**src/core/fsp_pkg.sv**
```systemverilog
// shared constants, types and helpers of the flash self-program sequencer
package fsp_pkg;
  // ----------------------------------------------------------------
  // flash geometry
  // ----------------------------------------------------------------
  localparam int unsigned WORD_BITS = 6;
  localparam int unsigned PAGE_BITS = 7;
  localparam int unsigned Z_WORD_LSB = 1;
  localparam int unsigned Z_PAGE_LSB = 7;
  localparam logic [6:0] HALT_FIRST_PAGE = 7'h70;
  localparam logic [15:0] ERASED_WORD = 16'hffff;
  // ----------------------------------------------------------------
  // control register layout
  // ----------------------------------------------------------------
  localparam int unsigned BIT_ENABLE = 0;
  localparam int unsigned BIT_REEN = 4;
  localparam int unsigned BIT_BUSY = 6;
  localparam int unsigned BIT_IRQ_EN = 7;
  localparam logic [7:0] CTRL_RESET = 8'h00;
  localparam logic [4:0] PAT_NONE = 5'h00;
  localparam logic [4:0] PAT_LOAD = 5'h01;
  localparam logic [4:0] PAT_ERASE = 5'h03;
  localparam logic [4:0] PAT_WRITE = 5'h05;
  localparam logic [4:0] PAT_LOCK = 5'h09;
  localparam logic [4:0] PAT_REEN = 5'h11;
  // ----------------------------------------------------------------
  // timing
  // ----------------------------------------------------------------
  localparam logic [2:0] ARM_CYCLES = 3'h4;
  localparam int unsigned CLK_MHZ = 100;
  localparam int unsigned PROG_TIME_US_MIN = 3700;
  localparam int unsigned PROG_TIME_US_MAX = 4500;
  localparam int unsigned PROG_CYCLES_MIN = PROG_TIME_US_MIN * CLK_MHZ;
  localparam int unsigned PROG_CNT_W = 19;
  // ----------------------------------------------------------------
  // controller registers
  // ----------------------------------------------------------------
  localparam logic [3:0] REG_CMD = 4'h0;
  localparam logic [3:0] REG_ZPTR = 4'h1;
  localparam logic [3:0] REG_DATA = 4'h2;
  localparam logic [3:0] REG_STATUS = 4'h3;
  localparam int unsigned ST_SEQ = 8;
  localparam int unsigned ST_HALT = 9;
  localparam int unsigned ST_LIVE = 10;
  localparam int unsigned ST_IRQ = 11;
  typedef enum logic [2:0] {
    OP_IRQ, OP_LOAD, OP_ERASE, OP_WRITE, OP_REEN, OP_LOCK
  } fsp_op_t;
  // ----------------------------------------------------------------
  // helpers
  // ----------------------------------------------------------------
  function automatic logic [6:0] z_page(input logic [15:0] z);
    z_page = z[Z_PAGE_LSB +: PAGE_BITS];
  endfunction
  function automatic logic [5:0] z_word(input logic [15:0] z);
    z_word = z[Z_WORD_LSB +: WORD_BITS];
  endfunction
  function automatic logic is_halting(input logic [6:0] page);
    is_halting = page >= HALT_FIRST_PAGE;
  endfunction
  function automatic logic valid_pattern(input logic [4:0] p);
    valid_pattern = p == PAT_LOAD || p == PAT_ERASE || p == PAT_WRITE ||
      p == PAT_LOCK || p == PAT_REEN;
  endfunction
  function automatic logic [4:0] op_pattern(input fsp_op_t op);
    case (op)
      OP_LOAD: op_pattern = PAT_LOAD;
      OP_ERASE: op_pattern = PAT_ERASE;
      OP_WRITE: op_pattern = PAT_WRITE;
      OP_REEN: op_pattern = PAT_REEN;
      OP_LOCK: op_pattern = PAT_LOCK;
      default: op_pattern = PAT_NONE;
    endcase
  endfunction
endpackage

```
**src/core/fsp_if.sv**
```systemverilog
// link between the cpu end and the sequencer end
`timescale 1ns/1ps
interface fsp_if;
  logic ctrl_wr;
  logic [7:0] ctrl_wdata;
  logic [7:0] ctrl_rdata;
  logic store_strobe;
  logic [15:0] zptr;
  logic [15:0] data_pair;
  logic ee_write;
  logic irq;
  logic cpu_halt;
  logic live_block;
  modport dev (
    input ctrl_wr, ctrl_wdata, store_strobe, zptr, data_pair, ee_write,
    output ctrl_rdata, irq, cpu_halt, live_block
  );
  modport cpu (
    output ctrl_wr, ctrl_wdata, store_strobe, zptr, data_pair, ee_write,
    input ctrl_rdata, irq, cpu_halt, live_block
  );
endinterface

```
**src/core/fsp_page_buffer.sv**
```systemverilog
// temporary page buffer with per-word written marks
`timescale 1ns/1ps
module fsp_page_buffer (
  input wire logic ref_clk,
  input wire logic resetn,
  input wire logic clear,
  input wire logic wr,
  input wire logic [5:0] wr_addr,
  input wire logic [15:0] wr_data,
  input wire logic [5:0] rd_addr,
  output logic [15:0] rd_data
);
  logic [15:0] mem [0:63];
  logic [63:0] written;
  // ----------------------------------------------------------------
  // storage
  // ----------------------------------------------------------------
  // a location already written is kept; rewriting is not supported
  wire wr_take = wr && !written[wr_addr]; // RL7

  always_ff @(posedge ref_clk) begin
    if (wr_take) begin
      mem[wr_addr] <= wr_data;
    end
  end

  // marks clear at reset, so unwritten words read as erased
  always_ff @(posedge ref_clk or negedge resetn) begin
    if (!resetn) begin
      written <= 64'h0; // RL6
    end else if (clear) begin
      written <= 64'h0; // RL6
    end else if (wr_take) begin
      written[wr_addr] <= 1'b1;
    end
  end

  always_ff @(posedge ref_clk or negedge resetn) begin
    if (!resetn) begin
      rd_data <= fsp_pkg::ERASED_WORD;
    end else begin
      rd_data <= written[rd_addr] ? mem[rd_addr] : fsp_pkg::ERASED_WORD;
    end
  end
endmodule

```
**src/core/fsp_device.sv**
```systemverilog
// sequencer end: control register, arming window, program timer, buffer
// Operation
// RL1: erase command, store within four cycles
// RL2: erase pointer holds page index only
// RL3: live erase keeps halting region; halting stalls
// RL4: load command stores data pair word
// RL5: word index field selects buffer word
// RL6: buffer clears on write, reenable, reset
// RL7: each buffer word written once only
// RL8: eeprom write during load drops words
// RL9: page write command, page index only
// RL10: live write readable; halting write stalls
// RL11: irq held while enabled and enable clear
// RL12: vectors in boot section or irqs off
// RL13: program boot update lock when possible
// RL14: live region unreadable during erase/write
// RL15: busy flag set while live region occupied
// RL16: software reenables before touching live region
// RL17: enable arms four cycles, held during operation
// RL18: busy set on start, cleared reenable/load
// RL19: only five command patterns take effect
// RL20: erase and write timed 3.7 to 4.5 ms
// RL21: page and command latched at start
//
// Decided for this implementation: the placing of the registers and the strobed register port.
`timescale 1ns/1ps
module fsp_device #(
  parameter int unsigned PROG_CYCLES = fsp_pkg::PROG_CYCLES_MIN
) (
  input wire logic ref_clk,
  input wire logic resetn,
  fsp_if.dev bus,
  input wire logic [5:0] buf_rd_addr,
  output logic [15:0] buf_rd_data,
  output logic flash_erase,
  output logic flash_write,
  output logic [6:0] flash_page,
  output logic op_done
);
  logic irq_en;
  logic busy_flag;
  logic [4:0] cmd;
  logic [2:0] arm_cnt;
  logic [fsp_pkg::PROG_CNT_W-1:0] prog_cnt;
  logic halt_q;
  logic irq_q;
  logic load_active;

  // ----------------------------------------------------------------
  // decode
  // ----------------------------------------------------------------
  wire op_run = flash_erase || flash_write;
  // control writes are ignored while an erase or write runs
  wire wr_ok = bus.ctrl_wr && !op_run;
  wire accept = wr_ok && fsp_pkg::valid_pattern(bus.ctrl_wdata[4:0]); // RL19
  wire armed = cmd[fsp_pkg::BIT_ENABLE] && !op_run &&
    arm_cnt != 3'h0; // RL17
  wire store_go = bus.store_strobe && armed; // RL1
  wire is_load = cmd == fsp_pkg::PAT_LOAD;
  wire is_erase = cmd == fsp_pkg::PAT_ERASE;
  wire is_write = cmd == fsp_pkg::PAT_WRITE;
  wire is_reen = cmd == fsp_pkg::PAT_REEN;
  // data pair is not looked at for erase or write
  wire start_op = store_go && (is_erase || is_write); // RL1 RL9
  wire do_load = store_go && is_load; // RL4
  wire do_reen = store_go && is_reen;
  wire timeout = armed && !bus.store_strobe && arm_cnt == 3'h1; // RL17
  wire prog_end = op_run && prog_cnt == 1; // RL20
  wire [6:0] z_page = fsp_pkg::z_page(bus.zptr); // RL2 RL9
  wire [5:0] z_word = fsp_pkg::z_word(bus.zptr); // RL5
  wire z_halting = fsp_pkg::is_halting(z_page);
  wire reen_written = accept &&
    bus.ctrl_wdata[4:0] == fsp_pkg::PAT_REEN;
  wire ee_abort = bus.ee_write && load_active; // RL8
  wire buf_clear = (prog_end && flash_write) || reen_written ||
    ee_abort; // RL6 RL8
  // a word arriving with an eeprom write is part of the lost load
  wire buf_wr = do_load && !bus.ee_write; // RL8
  // a page operation keeps the command until its timer runs out
  wire cmd_done = prog_end || timeout || (store_go && !start_op); // RL17

  // ----------------------------------------------------------------
  // temporary page buffer
  // ----------------------------------------------------------------
  fsp_page_buffer u_buf (
    .ref_clk(ref_clk),
    .resetn(resetn),
    .clear(buf_clear),
    .wr(buf_wr),
    .wr_addr(z_word), // RL5
    .wr_data(bus.data_pair), // RL4
    .rd_addr(buf_rd_addr),
    .rd_data(buf_rd_data)
  );

  // ----------------------------------------------------------------
  // control register
  // ----------------------------------------------------------------
  always_ff @(posedge ref_clk or negedge resetn) begin
    if (!resetn) begin
      irq_en <= fsp_pkg::CTRL_RESET[fsp_pkg::BIT_IRQ_EN];
    end else if (wr_ok) begin
      irq_en <= bus.ctrl_wdata[fsp_pkg::BIT_IRQ_EN];
    end
  end

  // enable and command bits stay set through the whole operation
  always_ff @(posedge ref_clk or negedge resetn) begin
    if (!resetn) begin
      cmd <= fsp_pkg::CTRL_RESET[4:0];
    end else if (accept) begin
      cmd <= bus.ctrl_wdata[4:0];
    end else if (cmd_done) begin
      cmd <= fsp_pkg::PAT_NONE; // RL17
    end
  end

  // the window only counts while the enable bit waits for a store
  always_ff @(posedge ref_clk or negedge resetn) begin
    if (!resetn) begin
      arm_cnt <= 3'h0;
    end else if (accept) begin
      arm_cnt <= fsp_pkg::ARM_CYCLES; // RL17
    end else if (store_go || timeout) begin
      arm_cnt <= 3'h0;
    end else if (armed) begin
      arm_cnt <= arm_cnt - 3'h1;
    end
  end

  // set on a live-region start; clear on reenable store or a load
  always_ff @(posedge ref_clk or negedge resetn) begin
    if (!resetn) begin
      busy_flag <= fsp_pkg::CTRL_RESET[fsp_pkg::BIT_BUSY];
    end else if (start_op && !z_halting) begin
      busy_flag <= 1'b1; // RL15 RL18
    end else if (do_reen || do_load) begin
      busy_flag <= 1'b0; // RL18
    end
  end

  always_ff @(posedge ref_clk or negedge resetn) begin
    if (!resetn) begin
      load_active <= 1'b0;
    end else if (buf_clear) begin
      load_active <= 1'b0;
    end else if (buf_wr) begin
      load_active <= 1'b1;
    end
  end

  // ----------------------------------------------------------------
  // program timer and latched operation
  // ----------------------------------------------------------------
  // one fixed duration at the short bound keeps the cpu waiting least
  always_ff @(posedge ref_clk or negedge resetn) begin
    if (!resetn) begin
      prog_cnt <= '0;
    end else if (start_op) begin
      prog_cnt <= PROG_CYCLES[fsp_pkg::PROG_CNT_W-1:0]; // RL20
    end else if (op_run) begin
      prog_cnt <= prog_cnt - 1'b1;
    end
  end

  // kind and page are held, so the pointer is free once a run starts
  always_ff @(posedge ref_clk or negedge resetn) begin
    if (!resetn) begin
      flash_erase <= 1'b0;
      flash_write <= 1'b0;
      flash_page <= 7'h00;
      halt_q <= 1'b0;
    end else if (start_op) begin
      flash_erase <= is_erase; // RL21
      flash_write <= is_write; // RL21
      flash_page <= z_page; // RL21
      halt_q <= z_halting; // RL3 RL10
    end else if (prog_end) begin
      flash_erase <= 1'b0;
      flash_write <= 1'b0;
      halt_q <= 1'b0; // RL3 RL10
    end
  end

  always_ff @(posedge ref_clk or negedge resetn) begin
    if (!resetn) begin
      op_done <= 1'b0;
    end else begin
      op_done <= prog_end;
    end
  end

  // irq lags the enable bit by a cycle; it stays up while software idles
  always_ff @(posedge ref_clk or negedge resetn) begin
    if (!resetn) begin
      irq_q <= 1'b0;
    end else begin
      irq_q <= irq_en && !cmd[fsp_pkg::BIT_ENABLE]; // RL11
    end
  end

  // ----------------------------------------------------------------
  // outputs to the cpu
  // ----------------------------------------------------------------
  assign bus.ctrl_rdata = {irq_en, busy_flag, 1'b0, cmd}; // RL15
  assign bus.irq = irq_q; // RL11
  // stall only for halting-region targets; live ops leave it running
  assign bus.cpu_halt = halt_q; // RL3 RL10
  // busy flag alone blocks, so the block lasts until a reenable or load store
  assign bus.live_block = busy_flag; // RL14
endmodule

```
**src/flat_wrapper.sv**
```systemverilog
// flat-port wrapper written by rule: the top's interface ports become plain ports
module fsp_device_flat 
#(
  parameter int unsigned PROG_CYCLES = fsp_pkg::PROG_CYCLES_MIN
)
  (ref_clk, resetn, buf_rd_addr, buf_rd_data, flash_erase, flash_write, flash_page, op_done, bus_ctrl_wr, bus_ctrl_wdata, bus_store_strobe, bus_zptr, bus_data_pair, bus_ee_write, bus_ctrl_rdata, bus_irq, bus_cpu_halt, bus_live_block);
  fsp_if bus_i ();
  input wire logic ref_clk;
  input wire logic resetn;
  input wire logic [5:0] buf_rd_addr;
  output logic [15:0] buf_rd_data;
  output logic flash_erase;
  output logic flash_write;
  output logic [6:0] flash_page;
  output logic op_done;
  input wire logic [$bits(bus_i.ctrl_wr)-1:0] bus_ctrl_wr;
  input wire logic [$bits(bus_i.ctrl_wdata)-1:0] bus_ctrl_wdata;
  input wire logic [$bits(bus_i.store_strobe)-1:0] bus_store_strobe;
  input wire logic [$bits(bus_i.zptr)-1:0] bus_zptr;
  input wire logic [$bits(bus_i.data_pair)-1:0] bus_data_pair;
  input wire logic [$bits(bus_i.ee_write)-1:0] bus_ee_write;
  output wire logic [$bits(bus_i.ctrl_rdata)-1:0] bus_ctrl_rdata;
  output wire logic [$bits(bus_i.irq)-1:0] bus_irq;
  output wire logic [$bits(bus_i.cpu_halt)-1:0] bus_cpu_halt;
  output wire logic [$bits(bus_i.live_block)-1:0] bus_live_block;
  assign bus_i.ctrl_wr = bus_ctrl_wr;
  assign bus_i.ctrl_wdata = bus_ctrl_wdata;
  assign bus_i.store_strobe = bus_store_strobe;
  assign bus_i.zptr = bus_zptr;
  assign bus_i.data_pair = bus_data_pair;
  assign bus_i.ee_write = bus_ee_write;
  assign bus_ctrl_rdata = bus_i.ctrl_rdata;
  assign bus_irq = bus_i.irq;
  assign bus_cpu_halt = bus_i.cpu_halt;
  assign bus_live_block = bus_i.live_block;
  fsp_device #(.PROG_CYCLES(PROG_CYCLES)) u_core (.ref_clk(ref_clk), .resetn(resetn), .bus(bus_i), .buf_rd_addr(buf_rd_addr), .buf_rd_data(buf_rd_data), .flash_erase(flash_erase), .flash_write(flash_write), .flash_page(flash_page), .op_done(op_done));
endmodule
```
**config.mk**
```make
export PLATFORM = sky130hd
export DESIGN_NAME = fsp_device_flat
export DESIGN_NICKNAME = d
export VERILOG_FILES = /design/src/core/fsp_pkg.sv /design/src/core/fsp_if.sv /design/src/core/fsp_page_buffer.sv /design/src/core/fsp_device.sv /design/src/flat_wrapper.sv
export SDC_FILE = /design/constraint.sdc
export NUM_CORES = 1
export LEC_CHECK = 0
export BUFFER_PORTS_ARGS = -buffer_cell sky130_fd_sc_hd__buf_2
export CAP_MARGIN = 20
export CORE_MARGIN = 2
export CORE_UTILIZATION = 65
export DETAILED_ROUTE_END_ITERATION = 12
export GPL_TIMING_DRIVEN = 1
export PLACE_DENSITY = 0.82
export SLEW_MARGIN = 20
export SYNTH_ARGS = -nofsm -noshare
export SYNTH_HDL_FRONTEND = slang
export SYNTH_SLANG_ARGS = --single-unit
```
**constraint.sdc**
```tcl
create_clock -name ref_clk -period 8.4 [get_ports ref_clk]
set_clock_uncertainty 0.2 [all_clocks]
set_input_delay 1.26 -clock ref_clk [delete_from_list [all_inputs] [get_ports ref_clk]]
set_output_delay 1.26 -clock ref_clk [all_outputs]
set_load 0.03 [all_outputs]
```
Yosys cells after proc, flatten, opt, wreduce, memory -nomap -nowiden --
Memories as Yosys holds them, arrays and structs flattened. Index checks and enable logic that the tools add are counted.
Word-level totals: register bits after elaboration 122, memory bits (writable) 1024, bits of input ports 51, memories kept 1
Memory list:
- u_core.u_buf.mem | depth 64, bits a word 16, read ports 1, clocked after Yosys merged registers in 0, wr ports 1, RTL line fsp_page_buffer.sv:13 | logic [15:0] mem [0:63];
Cells by class: reduce and logical (&&, ||, !) cells 47, eq/ne operators 11, muxes and demuxes 26, $add $sub $neg 2, magnitude comparators 4, bitwise operators 1
Operator list (number):
- 64-bit two-way mux | 2
- 64-bit bitwise OR | 1
- 19-bit two-way mux | 2
- 1-bit logical AND | 20
- 19-bit by 1-bit equality test with 1-bit output, second input constant | 1
- 19-bit by 1-bit subtractor with 19-bit output, second input constant | 1
- 16-bit two-way mux | 1
- 6-bit by 7-bit less-than comparator with 1-bit output, second input constant | 2
- 1-bit two-way mux | 13
- 1-bit binary-select mux with 6-bit select | 2
- 1-bit logical OR | 12
- 2-bit nonzero test | 6
- 5-bit by 1-bit equality test with 1-bit output, second input constant | 2
- 5-bit by 2-bit equality test with 1-bit output, second input constant | 2
- 5-bit by 3-bit equality test with 1-bit output, second input constant | 2
- 5-bit equality test, second input constant | 2
- 5-bit two-way mux | 2
- 3-bit two-way mux | 3
- 7-bit >= comparator, second input constant | 1
- 1-bit zero test | 7
- 1-bit demux with 6-bit select | 1
- 6-bit by 1-bit >= comparator with 1-bit output, second input constant | 1
- 3-bit nonzero test | 2
- 5-bit by 4-bit equality test with 1-bit output, second input constant | 1
- 2 further kinds | 2

Depth between registers and ports, before layout --
word-level depth 11, depth in mapped cells 10, depth with buffers taken out 7

By module --
Synthesis repeated with hierarchy kept, for this count alone.
Unflattened totals: cell total of the unflattened synthesis 2268, area total of the unflattened synthesis 45043.2 um2
By module, submodules not included:
- fsp_page_buffer | sequential area each 32771.4 um2, area an instance 42868.6 um2, times used 1, cells each 2061
- fsp_device | sequential area each 1051.0 um2, area an instance 2174.6 um2, times used 1, cells each 207

Least setup slack after synthesis --
No wires, ideal clock.
path type input to register, from in bus_store_strobe, to mem u_core.u_buf.mem[37][0], enable pin, path slack 3644 ps, data required time 7770 ps, stages 6, data arrival time 4126 ps, library setup time 430 ps, path through clkbuf_1 -> nor2b_1 -> nand4_2 -> nor3_1 -> nand2_1 -> nor4_1
On the way: cells in the longest elaborated chain, start to end 6
Ends and longest elaborated chain:
- from (decl) | RTL line flat_wrapper.sv:18 | input wire logic [$bits(bus_i.store_strobe)-1:0] bus_store_strobe;
- 1-bit logical AND | RTL line fsp_device.sv:58 | wire store_go = bus.store_strobe && armed;
- 1-bit logical AND | RTL line fsp_device.sv:65 | wire do_load = store_go && is_load;
- 1-bit logical AND | RTL line fsp_device.sv:78 | wire buf_wr = do_load && !bus.ee_write;
- 1-bit logical AND | RTL line fsp_page_buffer.sv:19 | wire wr_take = wr && !written[wr_addr];
- 1-bit two-way mux | RTL line fsp_page_buffer.sv:22 | if (wr_take) begin
- 1-bit two-way mux (not written as such) | RTL line fsp_page_buffer.sv:23 | mem[wr_addr] <= wr_data;
- to (decl) | RTL line fsp_page_buffer.sv:13
Every way passes these cells.

Worst setup path after layout --
from in bus_zptr[2], to mem u_core.u_buf.mem[57][7], enable pin
On the way: cells in the longest elaborated chain, start to end 6
Ends and longest elaborated chain:
- from (decl) | RTL line flat_wrapper.sv:19 | input wire logic [$bits(bus_i.zptr)-1:0] bus_zptr;
- 1-bit binary-select mux with 6-bit select | RTL line fsp_page_buffer.sv:19
- 1-bit two-way mux (not written as such) | RTL line fsp_page_buffer.sv:19
- 1-bit zero test | RTL line fsp_page_buffer.sv:19
- 1-bit logical AND | RTL line fsp_page_buffer.sv:19
- 1-bit two-way mux | RTL line fsp_page_buffer.sv:22
- 1-bit two-way mux (not written as such) | RTL line fsp_page_buffer.sv:23
Parallel ways exist; a longest one is shown, timed or not. The select of a mux whose other input is x is not followed.

==> run metrics <==
RSZ-0062 raised after global routing no; Crit path required time 8.50 ns; post-route minimum period 4.304 ns; Vias/cell 7.134; Ports 88; Worst VDD drop 0.1710 mV; Worst Hold Path Cells 2; worst min path class flop to flop; H-tree depth 3; most frequent cell after synthesis edfxtp_1; Final Core Density 73.76%; # clock sinks 1,146; synthesized flop and latch total 1,146; register area around 0.034 mm²; Syn Inst Count ~2,200; Initial DRC Count ~3,800; Slew headroom 28.44%; die area 0.07197 mm²; Multi-input gate area 0.01077 mm²; first-pass GRT wire length 163.1 mm; vias in the first global route between 20,000 and 25,000; initial core utilization 65.96%; Total GRT Usage 32.00%; final hold vios 0; Ys Warns 0; fillers roughly 3,600; Net count, final 2,405; CTS tree done; period utilization 51.24%; DP Cell Count 3,167; Arr. time, crit path 4.40 ns; Final ANT Viol Nets 0; Root Driver clkbuf_16; First-pass DRT Iterations 8; Synth Cell Area 0.04540 mm²; hold slack 0.2742 ns; most area-hungry cell type in the Yosys netlist edfxtp_1; outcome completed; kind of critical path input port to flop; syn avg cell area 20.51 µm²; Rows 96; top achievable clock speed about 0.23 GHz; DP HPWL 57.68 mm; via count 24,093; max-slew violations 0; Post-route DRC 0; setup violators final 0; area growth from synthesis to layout 11.82%; post-CTS setup buffers 0; max cap viols 0; syn_nets ~2,300; top cell type's share of synthesized area 67.73%; most instantiated cells after synthesis 1,024 x edfxtp_1, 306 x mux4_2, 106 x dfrtp_1; DIE WIDTH 268.3 µm; final WL 112.6 mm; Async SR Flop Fraction 10.65%; core footprint 0.06883 mm²; CTS Hold Bufs 0; die height about 270 µm; I/O Buffers 81; final std cells w/o fill about 3,400; register area share after synthesis 74.50%; Inserted Clock Buffers 110; number of synthesized flops with an enable pin 1,024; CP Capture Type flop; Slew @ Worst Pin 1.064 ns; Max FO, Critical Path 32; post-synthesis cell type count 73; TNS Setup 0 ns; post-CTS resize count 0; top post-synthesis cells by area edfxtp_1 68%, mux4_2 15%, dfrtp_1 5.8%; gpl congestion approximately 0.94; R2R cell count 5; GRT overflow 0; routed len/inst 33.35 µm; clk buf depth 3; PD cells 234.7 mW/mm²; initial antenna violation count 5; Leak Pwr 16.69 nW; pin count of the biggest net entering global routing ~120; proportion of layout cells with a drive suffix above 1 28.55%; ys flop type edfxtp_1; worst skew pair latency 0.70 ns; type of origin of the critical path input port; clk slew on worst S/H paths 0.06 ns
[through the flow]
step / setup slack, ns / power, mW / area, µm²
finish: 4.096 / 11.92 / 50760
global route: 4.072 / 12.16 / 50760
CTS: 4.231 / 11.94 / 50680
detailed placement: 3.598 / 6.878 / 46920
global placement: 3.616 / 6.855 / 46920
floorplan: 3.644 / 6.661 / 45400
[layout make-up]
cell class	count	share of cell area, %
multi-input cells	891	21.22
repair buffers	157	2.120
clock buffers	130	5.753
clock inverters	78	1.659
well taps	931	2.295
flip-flops and latches	1146	66.63
inverters	43	0.3180
diodes	1	0.004930
[cells in the final DEF (no fill, tap or decap), types with 8 or more instances in the layout]
cell type,n
nand2b_1,8
clkinv_1,29
nor2b_1,17
o32a_1,16
dfstp_2,16
mux2i_1,10
o21ai_1,17
o22ai_1,34
nor3_2,12
nand2_1,65
bufinv_16,17
dfrtp_1,106
a22oi_1,33
a31oi_1,36
a21oi_1,15
a21boi_0,17
edfxtp_1,1024
nor4_2,10
buf_2,63
nand4_1,13
o21a_1,21
clkinvlp_4,10
clkinv_2,18
clkbuf_1,13
nand3_1,12
nor3_1,27
inv_1,40
clkbuf_16,112
nor2_1,104
xor2_1,13
buf_4,88
mux4_2,306
[where the power goes]
| part | total (mW) | switching, mW | internal, mW |
|---|---|---|---|
| Combinational | 0.554 | 0.363 | 0.191 |
| Clock | 5.14 | 2.13 | 3.01 |
| Sequential | 6.23 | 0.00634 | 6.22 |
| Total | 11.9 | 2.50 | 9.42 |
[cells by family after synthesis]
| kind of cell | after synthesis | share of synthesized area [%] |
|---|---|---|
| adder cells (fa/ha/maj) | 6 | 0.1599 |
| buffers and inverters | 176 | 2.072 |
| flip-flops | 1146 | 74.50 |
| XOR/XNOR | 18 | 0.3473 |
| AO/OA/AOI/OAI | 224 | 3.539 |
| other | 1 | 0.008260 |
| AND/OR/NAND/NOR | 316 | 3.558 |
| multiplexers | 326 | 15.81 |
[routing by layer]
layer,vias up,global-route usage [%],wire length (µm)
met5,-,0,21
met2,1890,51.90,55270
met3,399,6.240,12430
met4,4,14.63,5798
li1,9439,-,-
met1,12361,42.91,39120
[sequential cells by signal (all words and copies together), names as in the netlist]
register	cells
u_core.flash_page	7
u_core.op_done	1
u_core.flash_erase	1
u_core.u_buf.mem	1024
u_core.irq_en	1
u_core.bus.cpu_halt	1
u_core.u_buf.written	64
u_core.load_active	1
u_core.cmd	5
u_core.u_buf.rd_data	16
u_core.bus.irq	1
u_core.bus.live_block	1
u_core.prog_cnt	19
u_core.flash_write	1
u_core.arm_cnt	3
[critical path: stages]
cell	delay, ns
buf_2	0.62
mux2_2	0.41
a2111oi_0	0.62
or4_1	0.46
nand4_1	0.23
inv_1	0.77
[worst paths after layout]
| check | start | end | slack, ns |
|---|---|---|---|
| min reg2reg | u_core.flash_page[3] | u_core.flash_page[3] | 0.27 |
| min | u_core.flash_page[3] | u_core.flash_page[3] | 0.27 |
| min in group asynchronous | resetn | u_core.cmd[0] | 0.36 |
| max | bus_zptr[2] | u_core.u_buf.mem[57][7] | 4.10 |
| max reg2reg | u_core.cmd[0] | u_core.u_buf.mem[57][7] | 4.66 |
| max in group asynchronous | resetn | u_core.u_buf.written[52] | 6.44 |
(Power assumes the default switching activity.)
